<file path="src/logic/ipsel_defs.svh">
// Register map, field positions and reset values of the image port signal select block.
// Assumes a 32-bit Avalon-MM slave with byte addresses; each register sits in one word.
`ifndef IPSEL_DEFS_SVH
`define IPSEL_DEFS_SVH

// Register indices; the byte address is four times the index
`define IPSEL_IDX_SIGSEL 8'h84
`define IPSEL_IDX_FORMAT 8'h85
`define IPSEL_IDX_EXTLVL 8'h86
`define IPSEL_IDX_STATUS 8'h88
`define IPSEL_IDX_POLCTL 8'h8a

// Output signal select register fields
`define IPSEL_SIG_FLAGA_LO 6
`define IPSEL_SIG_FLAGB_LO 4
`define IPSEL_SIG_VERT_LO 2
`define IPSEL_SIG_HORIZ_LO 0

// Image port format fields
`define IPSEL_FMT_SWAP_LO 6
`define IPSEL_FMT_LIMIT 5

// Flag select extension and FIFO level fields
`define IPSEL_EXT_FLAGA_MSB 5
`define IPSEL_EXT_FLAGB_MSB 4
`define IPSEL_EXT_LEVEL_LO 0

// Status register fields
`define IPSEL_STA_LEVEL_LO 0
`define IPSEL_STA_FULL 4
`define IPSEL_STA_EMPTY 5
`define IPSEL_STA_OVFL 6

// Polarity control fields
`define IPSEL_POL_FIELD 0
`define IPSEL_POL_TASK 1

// Reset values
`define IPSEL_RST_SIGSEL 8'h00
`define IPSEL_RST_FORMAT 8'h00
`define IPSEL_RST_EXTLVL 8'h00
`define IPSEL_RST_POLCTL 8'h00

// Video code limits
`define IPSEL_WIDE_MIN 8'h01
`define IPSEL_WIDE_MAX 8'hfe
`define IPSEL_NARROW_MIN 8'h08
`define IPSEL_NARROW_MAX 8'hf7

// Data FIFO shape
`define IPSEL_FIFO_DEPTH 8
`define IPSEL_FIFO_HALF 4'h4

`endif

</file>
<file path="src/logic/ipsel_pkg.sv">
// Types shared by the image port signal select block, its capture model and its bench.
// Assumes the constants of ipsel_defs.svh.
package ipsel_pkg;

    // Timing-related inputs from the scaler and event handler
    typedef struct packed {
        logic h_gate;
        logic in_href;
        logic in_window;
        logic v_gate;
        logic in_vref;
        logic field_id;
        logic task_a;
        logic sliced_frame;
    } ipsel_sync_t;

    // One output doubleword; timing marks the timing-code preamble
    typedef struct packed {
        logic timing;
        logic [31:0] data;
    } ipsel_word_t;

    // Sources selectable onto the general flag outputs
    typedef struct packed {
        logic aempty;
        logic afull;
        logic overflow;
        logic filled;
        logic low;
        logic sliced;
        logic task_flag;
        logic field_id;
    } ipsel_flags_t;

endpackage

</file>
<file path="src/logic/ipsel_fifo.sv">
// Flip-flop FIFO with valid/ready on both sides and a fill level output.
// Assumes one clock and an asynchronous active-low reset.
`timescale 1ns/1ps
`default_nettype none
module ipsel_fifo #(
    parameter int WIDTH = 33,
    parameter int DEPTH = 8
) (
    // Clock and reset
    input wire logic clock,
    input wire logic rstn,
    // Fill side
    input wire logic in_valid,
    output logic in_ready,
    input wire logic [WIDTH-1:0] in_data,
    // Drain side
    output logic out_valid,
    input wire logic out_ready,
    output logic [WIDTH-1:0] out_data,
    // Fill level
    output logic [$clog2(DEPTH):0] level
);
    localparam int AW = $clog2(DEPTH);

    logic [WIDTH-1:0] mem_q [DEPTH];
    logic [AW-1:0] wr_q;
    logic [AW-1:0] rd_q;
    logic [AW:0] count_q;
    logic push;
    logic pop;

    assign in_ready = (count_q != DEPTH[AW:0]);
    assign out_valid = (count_q != '0);
    assign push = in_valid && in_ready;
    assign pop = out_valid && out_ready;
    assign out_data = mem_q[rd_q];
    assign level = count_q;

    always_ff @(posedge clock) begin
        if (push) begin
            mem_q[wr_q] <= in_data;
        end
    end

    always_ff @(posedge clock or negedge rstn) begin
        if (!rstn) begin
            wr_q <= '0;
            rd_q <= '0;
        end else begin
            if (push) begin
                wr_q <= (wr_q == AW'(DEPTH - 1)) ? '0 : wr_q + 1'b1;
            end
            if (pop) begin
                rd_q <= (rd_q == AW'(DEPTH - 1)) ? '0 : rd_q + 1'b1;
            end
        end
    end

    always_ff @(posedge clock or negedge rstn) begin
        if (!rstn) begin
            count_q <= '0;
        end else if (push && !pop) begin
            count_q <= count_q + 1'b1;
        end else if (pop && !push) begin
            count_q <= count_q - 1'b1;
        end
    end
endmodule
`default_nettype wire

</file>
<file path="src/logic/ipsel_top.sv">
// Image port output signal selection, video range limiting and dword byte swap.
// Assumes synchronous inputs on the back-end clock and an Avalon-MM master.
//
// The implementer's own choice: the Avalon-MM interface to the registers.
`include "ipsel_defs.svh"
`timescale 1ns/1ps
`default_nettype none
module ipsel_top (
    // Clock and reset
    input wire logic clock,
    input wire logic rstn,
    // Avalon-MM slave
    input wire logic [9:0] avs_address,
    input wire logic avs_read,
    input wire logic avs_write,
    input wire logic [31:0] avs_writedata,
    input wire logic [3:0] avs_byteenable,
    output logic [31:0] avs_readdata,
    output logic avs_waitrequest,
    // Scaler and event handler timing
    input wire ipsel_pkg::ipsel_sync_t sync_in,
    // Video dwords in
    input wire logic px_valid,
    output logic px_ready,
    input wire ipsel_pkg::ipsel_word_t px_word,
    // Video dwords out
    output logic out_valid,
    input wire logic out_ready,
    output ipsel_pkg::ipsel_word_t out_word,
    // Image port flags and references
    output logic general_flag_out_a,
    output logic general_flag_out_b,
    output logic horiz_reference_out,
    output logic vert_reference_out
);

    function automatic logic pick_flag(input logic [2:0] sel, input ipsel_pkg::ipsel_flags_t f);
        logic [7:0] v;
        v = f;
        return v[sel];
    endfunction

    function automatic logic [7:0] clip(input logic [7:0] b, input logic narrow);
        logic [7:0] lo;
        logic [7:0] hi;
        lo = narrow ? `IPSEL_NARROW_MIN : `IPSEL_WIDE_MIN;
        hi = narrow ? `IPSEL_NARROW_MAX : `IPSEL_WIDE_MAX;
        if (b < lo) begin
            return lo;
        end else if (b > hi) begin
            return hi;
        end
        return b;
    endfunction

    function automatic logic [31:0] swap(input logic [31:0] w, input logic [1:0] mode);
        logic [31:0] r;
        r = w;
        unique case (mode)
            2'b00: r = w;
            2'b01: r = {w[23:16], w[31:24], w[7:0], w[15:8]};
            2'b10: r = {w[15:0], w[31:16]};
            2'b11: r = {w[7:0], w[15:8], w[23:16], w[31:24]};
        endcase
        return r;
    endfunction

    function automatic logic hit(input logic [9:0] a, input logic [7:0] idx);
        return a == {idx, 2'b00};
    endfunction

    // Registers
    logic [7:0] sigsel_q;
    logic [7:0] format_q;
    logic [7:0] extlvl_q;
    logic [7:0] polctl_q;
    logic ovfl_q;
    logic ack_q;
    logic [31:0] rdata_q;
    logic [3:0] level;
    logic wr_take;
    logic ovfl_clr;

    // One wait cycle: the access completes on the second edge of the request
    assign avs_waitrequest = (avs_read || avs_write) && !ack_q;
    assign avs_readdata = rdata_q;
    assign wr_take = avs_write && ack_q && avs_byteenable[0];
    assign ovfl_clr = wr_take && hit(avs_address, `IPSEL_IDX_STATUS)
                      && avs_writedata[`IPSEL_STA_OVFL];

    always_ff @(posedge clock or negedge rstn) begin
        if (!rstn) begin
            ack_q <= 1'b0;
        end else begin
            ack_q <= (avs_read || avs_write) && !ack_q;
        end
    end

    always_ff @(posedge clock or negedge rstn) begin
        if (!rstn) begin
            sigsel_q <= `IPSEL_RST_SIGSEL;
            format_q <= `IPSEL_RST_FORMAT;
            extlvl_q <= `IPSEL_RST_EXTLVL;
            polctl_q <= `IPSEL_RST_POLCTL;
        end else if (wr_take) begin
            if (hit(avs_address, `IPSEL_IDX_SIGSEL)) begin
                sigsel_q <= avs_writedata[7:0];
            end
            if (hit(avs_address, `IPSEL_IDX_FORMAT)) begin
                format_q <= avs_writedata[7:0];
            end
            if (hit(avs_address, `IPSEL_IDX_EXTLVL)) begin
                extlvl_q <= avs_writedata[7:0];
            end
            if (hit(avs_address, `IPSEL_IDX_POLCTL)) begin
                polctl_q <= {6'h00, avs_writedata[1:0]};
            end
        end
    end

    // Read data is loaded at the first edge so it stands when waitrequest drops
    always_ff @(posedge clock or negedge rstn) begin
        if (!rstn) begin
            rdata_q <= 32'h0000_0000;
        end else if (avs_read && !ack_q) begin
            rdata_q <= 32'h0000_0000;
            if (hit(avs_address, `IPSEL_IDX_SIGSEL)) begin
                rdata_q[7:0] <= sigsel_q;
            end else if (hit(avs_address, `IPSEL_IDX_FORMAT)) begin
                rdata_q[7:0] <= format_q;
            end else if (hit(avs_address, `IPSEL_IDX_EXTLVL)) begin
                rdata_q[7:0] <= extlvl_q;
            end else if (hit(avs_address, `IPSEL_IDX_POLCTL)) begin
                rdata_q[7:0] <= polctl_q;
            end else if (hit(avs_address, `IPSEL_IDX_STATUS)) begin
                rdata_q[`IPSEL_STA_LEVEL_LO +: 4] <= level;
                rdata_q[`IPSEL_STA_FULL] <= (level == 4'(`IPSEL_FIFO_DEPTH));
                rdata_q[`IPSEL_STA_EMPTY] <= (level == 4'h0);
                rdata_q[`IPSEL_STA_OVFL] <= ovfl_q;
            end
        end
    end

    // Data path: limit codes, swap bytes, then buffer
    ipsel_pkg::ipsel_word_t fifo_in;
    logic [31:0] limited;
    logic [1:0] swap_mode;
    logic narrow;

    assign swap_mode = format_q[`IPSEL_FMT_SWAP_LO +: 2];
    assign narrow = format_q[`IPSEL_FMT_LIMIT];

    always_comb begin
        limited = px_word.data;
        // Preamble bytes carry timing codes and must not be limited
        if (!px_word.timing) begin
            for (int i = 0; i < 4; i++) begin
                limited[i*8 +: 8] = clip(px_word.data[i*8 +: 8], narrow);
            end
        end
        fifo_in.timing = px_word.timing;
        fifo_in.data = swap(limited, swap_mode);
    end

    ipsel_fifo #(
        .WIDTH($bits(ipsel_pkg::ipsel_word_t)),
        .DEPTH(`IPSEL_FIFO_DEPTH)
    ) u_fifo (
        .clock(clock),
        .rstn(rstn),
        .in_valid(px_valid),
        .in_ready(px_ready),
        .in_data(fifo_in),
        .out_valid(out_valid),
        .out_ready(out_ready),
        .out_data(out_word),
        .level(level)
    );

    // A word offered while full would overflow an unstalled source
    always_ff @(posedge clock or negedge rstn) begin
        if (!rstn) begin
            ovfl_q <= 1'b0;
        end else if (px_valid && !px_ready) begin
            ovfl_q <= 1'b1;
        end else if (ovfl_clr) begin
            ovfl_q <= 1'b0;
        end
    end

    // Flag selection
    ipsel_pkg::ipsel_flags_t flags;
    logic [2:0] sel_a;
    logic [2:0] sel_b;
    logic [3:0] thr;

    assign thr = extlvl_q[`IPSEL_EXT_LEVEL_LO +: 4];
    assign sel_a = {extlvl_q[`IPSEL_EXT_FLAGA_MSB], sigsel_q[`IPSEL_SIG_FLAGA_LO +: 2]};
    assign sel_b = {extlvl_q[`IPSEL_EXT_FLAGB_MSB], sigsel_q[`IPSEL_SIG_FLAGB_LO +: 2]};

    always_comb begin
        flags.field_id = sync_in.field_id ^ polctl_q[`IPSEL_POL_FIELD];
        flags.task_flag = sync_in.task_a ^ polctl_q[`IPSEL_POL_TASK];
        flags.sliced = sync_in.sliced_frame;
        flags.low = 1'b0;
        flags.filled = (level >= `IPSEL_FIFO_HALF);
        flags.overflow = ovfl_q;
        flags.afull = (level >= thr);
        flags.aempty = (level <= thr);
    end

    always_ff @(posedge clock or negedge rstn) begin
        if (!rstn) begin
            general_flag_out_a <= 1'b0;
            general_flag_out_b <= 1'b0;
        end else begin
            general_flag_out_a <= pick_flag(sel_a, flags);
            general_flag_out_b <= pick_flag(sel_b, flags);
        end
    end

    // Reference outputs
    logic h_ext;
    logic h_gate_p_q;
    logic h_ext_p_q;
    logic v_gate_p_q;
    logic v_ref_p_q;
    logic [1:0] h_sel;
    logic [1:0] v_sel;
    logic h_d;
    logic v_d;

    assign h_ext = sync_in.h_gate || (sync_in.in_href && !sync_in.in_window);
    assign h_sel = sigsel_q[`IPSEL_SIG_HORIZ_LO +: 2];
    assign v_sel = sigsel_q[`IPSEL_SIG_VERT_LO +: 2];

    always_ff @(posedge clock or negedge rstn) begin
        if (!rstn) begin
            h_gate_p_q <= 1'b0;
            h_ext_p_q <= 1'b0;
            v_gate_p_q <= 1'b0;
            v_ref_p_q <= 1'b0;
        end else begin
            h_gate_p_q <= sync_in.h_gate;
            h_ext_p_q <= h_ext;
            v_gate_p_q <= sync_in.v_gate;
            v_ref_p_q <= sync_in.in_vref;
        end
    end

    always_comb begin
        unique case (h_sel)
            2'b00: h_d = sync_in.h_gate;
            2'b01: h_d = h_ext;
            2'b10: h_d = sync_in.h_gate && !h_gate_p_q;
            2'b11: h_d = h_ext && !h_ext_p_q;
        endcase
        unique case (v_sel)
            2'b00: v_d = sync_in.v_gate;
            2'b01: v_d = sync_in.in_vref;
            2'b10: v_d = sync_in.v_gate && !v_gate_p_q;
            2'b11: v_d = sync_in.in_vref && !v_ref_p_q;
        endcase
    end

    // Registering avoids glitches when software changes a selector mid-line
    always_ff @(posedge clock or negedge rstn) begin
        if (!rstn) begin
            horiz_reference_out <= 1'b0;
            vert_reference_out <= 1'b0;
        end else begin
            horiz_reference_out <= h_d;
            vert_reference_out <= v_d;
        end
    end
endmodule
`default_nettype wire

</file>
<file path="config.mk">
export PLATFORM = sky130hd
export DESIGN_NAME = ipsel_top
export DESIGN_NICKNAME = d
export VERILOG_FILES = /design/src/logic/ipsel_pkg.sv /design/src/logic/ipsel_fifo.sv /design/src/logic/ipsel_top.sv
export VERILOG_INCLUDE_DIRS = /design/src /design/src/logic
export SDC_FILE = /design/constraint.sdc
export NUM_CORES = 1
export LEC_CHECK = 0
export ABC_AREA = 1
export BUFFER_PORTS_ARGS = -buffer_cell sky130_fd_sc_hd__clkbuf_2
export CAP_MARGIN = 20
export CORE_MARGIN = 5
export CORE_UTILIZATION = 56
export CTS_BUF_LIST = sky130_fd_sc_hd__clkbuf_4 sky130_fd_sc_hd__clkbuf_8
export CTS_CLUSTER_SIZE = 28
export DETAILED_ROUTE_END_ITERATION = 8
export PLACE_DENSITY = 0.82
export SLEW_MARGIN = 0
export SYNTH_ARGS = -nofsm -noshare
export SYNTH_HDL_FRONTEND = slang
export SYNTH_SLANG_ARGS = --single-unit
</file>
<file path="constraint.sdc">
create_clock -name clock -period 3.1 [get_ports clock]
set_input_delay 0.155 -clock clock [delete_from_list [all_inputs] [get_ports clock]]
set_output_delay 0.155 -clock clock [all_outputs]
set_load 0.005 [all_outputs]
</file>
==> results of run 1 <==
## sequential cells by signal, summed over array words and instances, names as in the netlist
register and count:
u_fifo.mem_q 264, avs_readdata 8, extlvl_q 8, format_q 8, sigsel_q 8, u_fifo.level 4, u_fifo.rd_q 3, u_fifo.wr_q 3
polctl_q 2, ack_q 1, general_flag_out_a 1, general_flag_out_b 1, h_ext_p_q 1, h_gate_p_q 1, horiz_reference_out 1, ovfl_q 1
v_gate_p_q 1, v_ref_p_q 1, vert_reference_out 1
## power by group
group / switching (mW) / internal, mW
Combinational: 2.87 / 1.39
Clock: 1.56 / 1.94
Sequential: 0.169 / 5.24
Total: 4.59 / 8.57
## through the flow
stage / utilization / total power, mW / hold WS, ns / cell area (um2)
finish: 0.650 / 13.2 / 0.0242 / 16900
detailed placement: 0.603 / 9.73 / 0.295 / 15700
global placement: 0.602 / 9.55 / 0.287 / 15700
CTS: 0.649 / 13.2 / 0.00202 / 16900
global route: 0.650 / 13.9 / 0.0466 / 16900
floorplan: - / 8.15 / -0.141 / 14900
## metal layers
layer | vias to the layer above | part of all wire
met4 | 0 | 0.030
li1 | 5271 | -
met2 | 680 | 0.48
met3 | 101 | 0.10
met5 | - | 0
met1 | 5432 | 0.39
## layout by cell type, fill, tap and decap left out, types with 3 or more instances in the layout
cell type / n
nor2_1: 278
edfxtp_1: 264
nand2_1: 205
o21ai_0: 181
clkbuf_2: 113
inv_1: 88
nand3_1: 58
clkbuf_8: 55
dfrtp_1: 52
o22ai_1: 44
a31oi_1: 34
ha_1: 27
conb_1: 24
clkbuf_4: 22
dlygate4sd3_1: 20
buf_4: 20
a21oi_1: 18
o21ai_2: 18
nand4_1: 17
clkinv_1: 10
nor2_4: 8
o21ai_1: 8
inv_2: 7
nor2_2: 6
nand2_2: 6
clkinv_2: 6
nand2_4: 5
buf_12: 4
xor2_1: 3
## worst min-delay path, delay by kind of cell
family | cells | cell delay [ns]
AOI/OAI and AO/OA | 1 | 0.08
buffers and inverters | 2 | 0.17
and+or+nand+nor | 2 | 0.15
## cell families (layout without fill, tap and decap cells)
group	Yosys count	count (layout)
DFF	318	318
buffers and inverters	187	351
and+or+nand+nor	591	591
xor gates and xnor gates	5	5
other	1	24
adders and majority gates	28	28
AOI/OAI and AO/OA	317	317
## layout make-up
cell class / instances / area [um2]
repair buffers: 161 / 1030
well taps: 335 / 419
flip-flops and latches: 318 / 9280
clock inverters: 18 / 116
multi-input cells: 965 / 4820
fillers: 1883 / 9120
inverters: 99 / 378
clock buffers: 73 / 892
## worst max-delay path by stage
stage	endpoint	cells past startpoint
after floorplan	u_fifo.mem_q[0][0]$_DFFE_PP_	6
after global placement	u_fifo.mem_q[0][1]$_DFFE_PP_	10
after detailed placement	u_fifo.mem_q[1][26]$_DFFE_PP_	9
after CTS	out_word[3]	7
after global routing	out_word[3]	7
final	out_word[3]	7
==> flow_results.org, run 1 <==
** Floorplanning
- In this run the core area contains 59 standard-cell rows.
- The core region is about 26,000 um2.
- Pin placement for this block handled 165 I/O pins.
- From left edge to right edge, the die measures 173 um.
- The die covers 29,800 um2.
- Effective utilization at floorplan :: 0.569
- Measured along the y axis, the die boundary spans approximately 170 um.

** Pwr
- Power spread over the standard cell area amounts to 777 nW/um2.
- Worst-case vdd ir drop :: 0.809 mV
- Static leakage :: 6.75 nW

** Logic synthesis
- For this run, the register share of the synthesized area comes to 0.626.
- Of the post-synthesis cell area, the part taken by muxes is 0.
- Of the total synthesized cell area, the portion taken by AND, OR, NAND and NOR gates is 0.167.
- Total of warnings raised by yosys :: 0
- Flop and latch count out of synthesis :: roughly 320
- For this run, the leading register cell type out of synthesis is edfxtp_1.
- nor2_1 is the most common cell in the netlist.
- Proportion of netlist area held by the largest area contributor :: 0.535
- Synthesis handed over a netlist of 1,447 instances.
- Post-Synth Adder-Cell Area :: 0.0241
- A synthesized cell averages between 10 and 15 um2.
- Netlist Area Pre-Place :: ~15,000 um2
- Most numerous cell types in the synthesized netlist :: nor2_1, edfxtp_1, nand2_1, o21ai_0, inv_1
- Yosys mapped a number of flops with a built-in enable equal to between 200 and 300.
- Combinational family with the most area after synthesis :: simple AND/OR/NAND/NOR gates
- Number of distinct standard cells referenced by the synthesized netlist :: 47
- Synth Area in Compound Gates :: 0.121
- Post-synth top area cell :: edfxtp_1
- XOR/XNOR Fraction of Synth Area :: 0.00295
- Ranked by total cell area, the synthesized netlist is headed by edfxtp_1, dfrtp_1, nor2_1.
- After synthesis, the share of flip-flops with an asynchronous set or reset is 0.170.

** GRT
- For met3 alone, demand over resource in global routing was 0.0469.
- Wire length of the first global-routing pass :: 57,100 um
- Entering global routing, the biggest net connects 135 pins.
- The initial antenna violation count came to 0.
- The number of global-route vias before repair is between 10,000 and 15,000.
- For met1 alone, demand over resource in global routing was 0.313.
- Global routing finished with a remaining overflow of 0.
- Met2 global-route usage :: 0.387
- Global routing's busiest layer :: met2
- Across every metal layer, demand over resource in global routing totals 0.235.

** Worst setup path
- The setup check on the worst reg-to-reg path leaves a slack of between 0.3 and 0.4 ns.
- The worst setup path is of the reg -> out kind.
- Critical R2R Capture :: u_fifo.mem_q[6][2]$_DFFE_PP_
- Crit Reg-Reg Startpoint :: format_q[5]$_DFFE_PN0P_
- Biggest fanout along the worst timing path :: 38
- Crit path capture type :: output pin
- Setup crit start kind :: register
- FF-to-FF path depth :: 9
- Worst path required time :: between 2 and 3 ns
- Worst-path cell with the longest stage delay :: dfrtp_4
- On the critical path the largest part of the delay comes from buffers and inverters.
- Data on the critical path arrives at its endpoint at 2.62 ns.
- In this design, the stage delay of the slowest critical-path cell is 0.49 ns.
- The critical path starts at u_fifo.rd_q[0]$_DFFE_PN0P_.
- Number of buffer and inverter stages on the critical path :: 3
- Cell-by-cell listing of the critical path :: clkinv_2, buf_4, o21ai_0, o22ai_1, nor2_1, a31oi_1, clkbuf_2

** Route
- DR vias :: 11,500
- In the routed layout, each cell is associated on average with a via count of 5.83.
- Routed WL :: 36,500 um
- Total DRC errors in the routed layout :: 0
- Violation count after the first detailed-routing iteration :: 1,253
- TritonRoute pass-1 iters :: 6
- Average routed wire per standard cell :: 18.5 um
- Antenna-violating nets left :: 0

** Worst hold path
- The min-delay analysis places its worst path in the category in -> reg.
- Endpoint, Worst Hold :: general_flag_out_a$_DFF_PN0_
- Hold_sp :: sync_in[0]
- Cell depth of the worst min-delay path :: 5

** Clock network
- The number of setup buffers added after CTS is 0.
- Clock transition at the registers of the reported paths :: around 0.06 ns
- Resized cells post-CTS :: 0
- Latest clock arrival within the worst-skew pair :: about 0.56 ns
- Buffers from clock root to sink, at most :: 3
- CTS Root Buffer Type :: clkbuf_8
- The H-tree was split into 2 levels.
- CTS tree :: done
- After clock tree synthesis, the flow added hold-fix buffers numbering 20.
- TritonCTS Buffers :: 49
- # clock sinks :: 318

** STA
- Total negative slack :: 0 ns
- For the pin with the worst max-slew slack, the measured transition is 1.09 ns.
- Final period util :: 0.896
- RSZ-0062 raised after global routing :: no
- Setup violations remaining at the end of the flow were counted as 0.
- The count of final max-slew check failures came to 0.
- In the post-route analysis, the smallest setup slack over all paths is 0.323 ns.
- The clock arrives with 0.0297 ns of skew.
- Highest clock rate :: between 0.3 and 0.4 GHz
- Number of failing hold endpoints at the final stage :: 0
- The smallest clock period supported by the final layout is computed as approximately 2.8 ns.
- Slew headroom :: 0.263

** Cells and area
- Antenna cells :: 0
- For this run, the post-layout net count is 1,715.
- Layout Cells excl Fill :: ~2,000
- In the final layout, the share of cells above drive strength 1 is 0.174.
- From synthesis to final layout, the design area changed by 14.3%.

** Placed design
- The wire-length estimate of the detail-placed layout is 22,200 um.
- Port Buffers :: 113
- Cell count after placement :: between 1,500 and 2,000
- At the end of routability-driven placement, the weighted congestion stood at 0.929.
- Placement Setup Slack :: 0.482 ns

** Job
- Count of maximum capacitance violations :: 0

** Outcome
- The flow ran to the end, and the final reports show no timing, DRC or antenna violations.
Note: power is estimated with default switching activity, not from simulation.
==> run 2, diff against run 1 <==
--- a/config.mk
+++ b/config.mk
@@ -9,7 +9,7 @@
 export ABC_AREA = 1
 export BUFFER_PORTS_ARGS = -buffer_cell sky130_fd_sc_hd__clkbuf_2
 export CAP_MARGIN = 20
-export CORE_MARGIN = 5
+export CORE_MARGIN = 10
 export CORE_UTILIZATION = 56
 export CTS_BUF_LIST = sky130_fd_sc_hd__clkbuf_4 sky130_fd_sc_hd__clkbuf_8
 export CTS_CLUSTER_SIZE = 28
==> flow_results.org, run 2 (synthesized netlist as in run 1, its figures left out) <==
** Clock network
- CTS hold repair buffers :: 20 (unchanged)
- TritonCTS built the clock tree.
- The tree is rooted in a clkbuf_8.
- Clock transition at the registers of the reported paths :: 0.06 ns (about the same)
- The quantity of gates resized following cts is 0 (unchanged).
- The deepest level of the CTS H-tree was 2 (unchanged).
- Buffers from clock root to sink, at most :: 3 (unchanged)
- The number of buffers added for setup after CTS is 0 (unchanged).
- The total clock buffers created by CTS came to 49 (unchanged).
- # clock sinks :: 318 (unchanged)
- The later-pin clock latency in the skew report was 0.57 ns (about the same).

** Placed design
- The HPWL after detailed placement is 22,900 um (+2.9%).
- Final weighted congestion in routability-driven placement :: 0.914 (-1.7%)
- Placement Setup Slack :: 0.463 ns (-0.0198 ns)
- The number of input and output port buffers inserted was 113 (unchanged).
- Placement-stage cell area :: 15,700 um2 (about the same)

** Worst setup path
- Crit Reg-Reg Startpoint :: format_q[5]$_DFFE_PN0P_
- The required time of the critical path came to 2.94 ns (about the same).
- The setup path with the least slack is of type reg -> out.
- Biggest fanout along the worst timing path :: 33 (-13%)
- The worst setup path is captured at an output pin.
- The worst path arrival time was 2.63 ns (about the same).
- Setup crit start kind :: register
- In this run the worst setup path begins at u_fifo.rd_q[1]$_DFFE_PN0P_.

** STA
- The final sum of negative setup slack is 0 ns (unchanged).
- The final setup violation count is 0 (unchanged).
- RSZ-0062 raised after global routing :: no
- The transition time of the tightest slew-check pin was 1.17 ns (+0.0769 ns).
- The worst slew margin relative to its limit was 0.211 (-0.0518).
- The final count of hold timing violations is 0 (unchanged).
- Final period util :: 0.897 (+0.00177)
- The achievable frequency is 0.359 GHz (-0.20%).
- Worst-case setup margin in the final layout :: 0.318 ns (-0.00547 ns)
- The count of final max-slew check failures is 0 (unchanged).
- Final min period :: 2.78 ns (+0.00547 ns)
- The worst setup skew after layout was 0.0245 ns (-0.00518 ns).

** Floorplanning
- The full die area is 33,400 um2 (+12%).
- Die X :: 183 um (+5.8%)
- Num rows :: 59 (unchanged)
- Die span in y :: 183 um (+5.8%)
- The placeable core region is 26,100 um2 (unchanged).
- Boundary Pins :: 165 (unchanged)
- Effective utilization at floorplan :: 0.569 (unchanged)

** Route
- The routed length on met1 is 14,600 um (+3.4%).
- Met3 wire length :: 3910 um (+6.0%)
- The overall routed net length is 37,000 um (+1.4%).
- The DRC violation count after routing is 0 (unchanged).
- Violation count after the first detailed-routing iteration :: 1,302 (+3.9%)
- The total length of routed met2 wires is 17,600 um (-0.16%).
- The number of iterations in the first detailed-routing pass was 6 (unchanged).
- Antenna-violating nets left :: 0 (unchanged)
- The average vias per placed instance was 5.76 (-1.2%).
- The detailed router used layers up to and including met5.
- The routed via count was 11,400 (-1.0%).
- Average routed wire per standard cell :: 18.8 um (+1.2%)

** Cells and area
- The library cell used most frequently in the layout, excluding fill and tap cells, is nor2_1.
- The count of antenna diodes in the layout came to 0 (unchanged).
- Compared with the post-synthesis result, the final layout area differs by 14.8%.
- Top library cells by usage in the layout, fill and taps aside :: nor2_1, edfxtp_1, nand2_1
- Top reg by flops :: u_fifo.mem_q
- Post-route cell area :: 17,000 um2 (+0.46%)
- Flip-flop count of the largest register, all copies and words added :: 264 (unchanged)
- Ratio of cells with drive above 1 in the final layout :: 0.175 (+0.000797)
- The final net count came to 1,719 (+0.23%).
- The layout filler cell count came to 1,865 (-0.96%).
- The share of the core filled with cells in the final layout is 0.653 (+0.00298).

** Pwr
- The peak supply drop was 0.541 mV (-33%).
- Cell Pwr Density :: 791 nW/um2 (+1.8%)
- Total Power Consumption :: 13.5 mW (+2.2%)
- Static leakage :: 6.79 nW (+0.46%)

** GRT
- The total congestion overflow is 0 (unchanged).
- The first-pass GRT wire length came to 58,700 um (+2.7%).
- The initial antenna violation count was 1 (+1).
- The total routing resource utilization after global routing is 0.218 (-0.0170).
- The pin count of the biggest net entering global routing is 135 (unchanged).
- The number of global-route vias before repair came to 11,300 (+1.7%).

** Worst hold path
- The startpoint identified for the worst hold timing path is out_ready.
- Hold/Removal Path Class :: in -> reg

** Job
- The number of violations of the max-capacitance limit is 0 (unchanged).

** Outcome
- Result of the run :: complete, no violations
## run 2: worst max-delay path, cell delays in order (launching register included)
cell and delay (ns):
dfrtp_2 0.48, inv_2 0.50, buf_4 0.33, o21ai_0 0.13, o22ai_1 0.15, nor2_1 0.05, a31oi_1 0.23, clkbuf_2 0.17
## run 2: final cells by class
type                       count  area (um2)  share of cell area
sequential                   318        9280               0.546
clock inverter                27         263              0.0154
multi-input combinational    965        4820               0.284
tap                          335         419              0.0246
inverter                      99         378              0.0222
timing repair buffer         165        1040              0.0613
clock buffer                  64         806              0.0473
## run 2: worst paths after layout
check / to / slack (ns) / depth (start not counted)
setup / recovery: out_word[32] / 0.32 / 7
setup reg to reg: u_fifo.mem_q[0][26]$_DFFE_PP_ / 0.35 / 9
hold / removal: u_fifo.rd_q[1]$_DFFE_PN0P_ / 0.04 / 4
min in group asynchronous: h_gate_p_q$_DFF_PN0_ / 0.10 / 2
max in group asynchronous: u_fifo.level[1]$_DFFE_PN0P_ / 2.14 / 3
hold reg to reg: ack_q$_DFF_PN0_ / 0.47 / 1
## run 2: stage by stage
| step | std cells | hold WS [ns] |
|---|---|---|
| after floorplan | 1470 | -0.141 |
| after global placement | 1855 | 0.167 |
| after detailed placement | 1857 | 0.173 |
| after CTS | 1968 | 0.0176 |
| after global routing | 1973 | 0.0762 |
| final | 1973 | 0.0383 |
## run 2: per-layer routing
layer,up-vias,GRT usage
met4,2,0.0827
met5,-,0
met3,81,0.0534
met2,673,0.351
met1,5324,0.279
li1,5285,-
## run 2: power breakdown
part / total (mW) / internal (mW) / leakage, nW / switching [mW]
Combinational: 4.27 / 1.40 / 3.13 / 2.87
Sequential: 5.43 / 5.24 / 3.10 / 0.187
Clock: 3.76 / 2.13 / 0.554 / 1.63
Total: 13.5 / 8.77 / 6.79 / 4.69
